`config.mk`:
```
export PLATFORM = sky130hd
export DESIGN_NAME = region_decoder
export DESIGN_NICKNAME = d
export VERILOG_FILES = /design/src/common/cp_pkg.sv /design/src/logic/region_decoder.sv
export SDC_FILE = /design/constraint.sdc
export NUM_CORES = 1
export LEC_CHECK = 0
export ABC_AREA = 1
export BUFFER_PORTS_ARGS = -buffer_cell sky130_fd_sc_hd__buf_2
export CAP_MARGIN = 20
export CORE_AREA = 2 2 39 41
export DETAILED_ROUTE_END_ITERATION = 8
export DIE_AREA = 0 0 41 43
export PLACE_DENSITY = 0.65
export SLEW_MARGIN = 20
export SYNTH_ARGS = -nofsm -noshare
export SYNTH_HDL_FRONTEND = slang
export SYNTH_SLANG_ARGS = --single-unit
```
`constraint.sdc`:
```
create_clock -name vclk -period 2
set_clock_uncertainty 0.15 [all_clocks]
set_input_delay 0.3 -clock vclk [all_inputs]
set_output_delay 0.3 -clock vclk [all_outputs]
set_load 0.01 [all_outputs]
```
`src/common/cp_pkg.sv`:
```
// cp_pkg: constants and types of the code protection checker
// assumes one core clock; every address is a byte address
package cp_pkg;

  // address space of a table request
  localparam logic SPACE_PROG = 1'b0;
  localparam logic SPACE_DATA = 1'b1;

  // protection byte addresses in configuration space
  localparam logic [21:0] ADDR_REGION_READ_LOCK = 22'h300008;
  localparam logic [21:0] ADDR_BOOT_DATA_LOCK = 22'h300009;
  localparam logic [21:0] ADDR_REGION_WRITE_GUARD = 22'h30000a;
  localparam logic [21:0] ADDR_BOOT_DATA_CFG_GUARD = 22'h30000b;
  localparam logic [21:0] ADDR_REGION_TREAD_GUARD = 22'h30000c;
  localparam logic [21:0] ADDR_BOOT_TREAD_GUARD = 22'h30000d;
  localparam int PROT_REGS = 6;

  // index of each protection byte, counted from the first address
  localparam logic [2:0] IDX_RLOCK = 3'h0;
  localparam logic [2:0] IDX_BLOCK = 3'h1;
  localparam logic [2:0] IDX_RWG = 3'h2;
  localparam logic [2:0] IDX_BWG = 3'h3;
  localparam logic [2:0] IDX_RRG = 3'h4;
  localparam logic [2:0] IDX_BRG = 3'h5;

  // field positions
  localparam int BIT_DATA_LOCK = 7;
  localparam int BIT_BOOT_LOCK = 6;
  localparam int BIT_DATA_WG = 7;
  localparam int BIT_BOOT_WG = 6;
  localparam int BIT_CFG_WG = 5;
  localparam int BIT_BOOT_RG = 6;

  // implemented bits of each byte; also the erased (reset) value
  localparam logic [5:0][7:0] PROT_RESET =
    {8'h40, 8'h0f, 8'he0, 8'h0f, 8'hc0, 8'h0f};

  // user identification words
  localparam logic [21:0] ADDR_ID_FIRST = 22'h200000;
  localparam logic [21:0] ADDR_ID_LAST = 22'h200007;

  // region end addresses, indexed by variant: 8K, 16K, 32K, 64K
  localparam logic [3:0][16:0] BOOT_END =
    {17'h00800, 17'h00800, 17'h00800, 17'h00200};
  localparam logic [3:0][16:0] BLK0_END =
    {17'h04000, 17'h02000, 17'h02000, 17'h01000};
  localparam logic [3:0][16:0] BLK1_END =
    {17'h08000, 17'h04000, 17'h04000, 17'h02000};
  localparam logic [3:0][16:0] BLK2_END =
    {17'h0c000, 17'h06000, 17'h04000, 17'h02000};
  localparam logic [3:0][16:0] PROG_TOP =
    {17'h10000, 17'h08000, 17'h04000, 17'h02000};

  // resources held back while the debugger is enabled
  localparam logic [16:0] DBG_PMEM_BYTES = 17'd512;
  localparam int DBG_STACK_LEVELS = 2;
  localparam int DBG_DMEM_BYTES = 10;

  typedef enum logic [2:0] {
    RG_BOOT = 3'b000,
    RG_BLK0 = 3'b001,
    RG_BLK1 = 3'b010,
    RG_BLK2 = 3'b011,
    RG_BLK3 = 3'b100,
    RG_NONE = 3'b111
  } region_t;

  typedef struct packed {
    logic wr;
    logic space;
    logic [21:0] addr;
    logic [7:0] wdata;
  } req_t;

endpackage

```
`src/logic/region_decoder.sv`:
```
// region_decoder: maps a program address to its protection region
// assumes variant is stable while addresses are presented
`timescale 1ns/100ps
`default_nettype none
module region_decoder import cp_pkg::*; (
  // map selection
  input wire logic [1:0] variant,
  // address to classify
  input wire logic [20:0] addr,
  // result
  output region_t region,
  output logic impl
);

  logic [20:0] b_end;
  logic [20:0] k0_end;
  logic [20:0] k1_end;
  logic [20:0] k2_end;
  logic [20:0] top;

  // boundaries of the selected variant
  assign b_end = 21'(BOOT_END[variant]);
  assign k0_end = 21'(BLK0_END[variant]);
  assign k1_end = 21'(BLK1_END[variant]);
  assign k2_end = 21'(BLK2_END[variant]);
  assign top = 21'(PROG_TOP[variant]);

  // beyond the top is unimplemented space
  assign impl = addr < top;
  assign region = !impl ? RG_NONE :
                  (addr < b_end) ? RG_BOOT :
                  (addr < k0_end) ? RG_BLK0 :
                  (addr < k1_end) ? RG_BLK1 :
                  (addr < k2_end) ? RG_BLK2 : RG_BLK3;

endmodule
`default_nettype wire

```
==> impl_metrics.yaml <==
outcome:
  outcome: "complete, no violations"
routing:
  vias_per_cell: 4.41
  drt_wl_total_um: 976
  vias: 489
  wirelength_met1_um: 411
  drt_iter0_drc: 0
  first_pass_iters: 1
  wl_per_cell_um: 8.79
  highest_layer: "met3"
  ant_nets: 0
  drcViolationCount: 0
  wl_met3_um: 48
  route.met2.wl_um: 516
yosys:
  synth_adder_area_share_pct: 33.1
  synthCells: 76
  synth_top_family_by_area: "simple AND/OR/NAND/NOR gates"
  synth_common_cells: "nand2_1 (18), inv_1 (13), ha_1 (12), nor2_1 (12), nand2_2 (5)"
  ys_top_cells_by_area: "ha_1 (33%), nand2_1 (15%), inv_1 (11%), nor2_1 (9.9%), nand2_2 (6.9%)"
  synth.avg_cell_area_um2: 5.98
  postSynthNetCount: 111
  syn_area_um2: 454
  yosysUniqueCellTypes: 16
  synth_xor_area_share_pct: 0
  ys_seq_area_share_pct: 0
  synth_top_area_share_pct: 33.1
  yosysWarnings: 0
  synth_compound_area_share_pct: 10.5
  synthMuxAreaShare_pct: 0
  synthSimpleGateAreaFrac_pct: 43.3
  synth_top_area_cell: "ha_1"
  yosys.cell_count.top_type: "nand2_1"
layout:
  area_growth_pct: 57.6
  nNetsFinal: 132
  n_sequential_cell: 0
  drive_gt1_share_pct: 53.7
  ff_latch_area_um2: 0
  diodes: 0
  utilization_pct: 51.7
  n_clock_buffer: 0
critical_path:
  arrival_ps: 1470
  endpoint_kind: "output pin"
  crit_path_start: "variant[1]"
  crit_type: "primary input to output pin"
  critPathLaunchType: "primary input"
  required_ps: 1550
  cp_max_fo: 3
timing:
  whs_ps: 880
  setup_ws_ps: 84.2
  slew_violations: 0
  tns_ps: 0
  finalSetupViolations: 0
  max_slew.worst_pin.slew_ps: 179
  rsz0062_at_grt: "yes"
  post-route-min-period_ps: 1920
  slew_headroom_pct: 88.1
  hold_viol: 0
  post-route-period-util_pct: 95.8
  max_freq_mhz: 522
placement:
  pre_cts_ws_ps: -28.9
  place_congestion: 0.769
  place_hpwl_um: 806
  portBuffers: 18
floorplan:
  rows: 14
  die_area_mm2: 0.00176
  die_w_um: 41
  die_y_um: 43
  start_util_pct: 32.8
  core_mm2: 0.00138
  io_pins: 27
global_route:
  grt_max_degree: 7
  overflow: 0
  grt_pass1_vias: 429
  grt_usage_pct: 11.3
  grt_pass1_wl_um: 1520
  grt_antenna_before_repair: 0
clock_tree:
  ctsHoldBuffers: 0
hold_path:
  worstHoldStart: "addr[19]"
  min_path_cells: 5
  hp-class: "primary input to output pin"
pwr:
  total_power_uw: 125
  ir_worst_vdd_mv: 0.0778
  p_leak_uw: 0.000341
  power_density_mw_per_mm2: 175
run:
  maxCapViolCount: 0
## cell usage in the layout (no fill, tap or decap), types with 2 or more instances in the layout
cell,count
nor2_1,9
a21oi_2,2
nand3_1,2
nand2_1,17
ha_1,3
buf_2,16
inv_1,10
inv_2,3
nand3b_1,2
inv_6,2
ha_2,2
nand2_2,6
nor2_2,4
o21ai_2,2
ha_4,7
## logic make-up after synthesis
family,Yosys count
buffers and inverters,16
AND/OR/NAND/NOR,42
AO/OA/AOI/OAI,6
adder cells (fa/ha/maj),12
## per-layer routing
layer	GRT usage, %	vias to the layer above
li1	-	270
met1	14.6	207
met2	20.9	12
met3	0	0
met4	0	0
met5	0	-
## layout make-up
class	instances	area, µm²
Timing Repair Buffer	19	123
Multi-Input combinational cell	60	500
Inverter	16	72.6
Fill cell	148	668
Tap cell	16	20.0
## worst paths after layout
kind	slack (ps)	endpoint
setup / recovery	80	region[0]
hold / removal	880	impl
## report_power, final
part           switching [µW]  total (µW)  internal (µW)
Sequential                  0           0              0
Clock                       0           0              0
Combinational            64.9         125           60.4
Total                    64.9         125           60.4
## stage by stage
stage / instance area (µm²) / instances
after floorplan: 454 / 76
after global placement: 564 / 110
after detailed placement: 564 / 110
after CTS: 564 / 110
after global routing: 716 / 111
final: 716 / 111
## timing repair
item / in CTS / in global routing
pin swaps: 1 / 20
setup buffers: 0 / 1
gates resized for setup: 1 / 31
endpoints found under the setup margin: 3 / 4
## critical path: stages
cell and delay, ps:
buf_12 90, ha_4 140, inv_6 40, ha_4 250, nand2_2 40, nor2_2 100, nand2_2 60, nor2_2 90
nand2_1 50, nand2_1 50, nand2_1 50, nand2_1 60, buf_2 120
(Power assumes the default switching activity.)
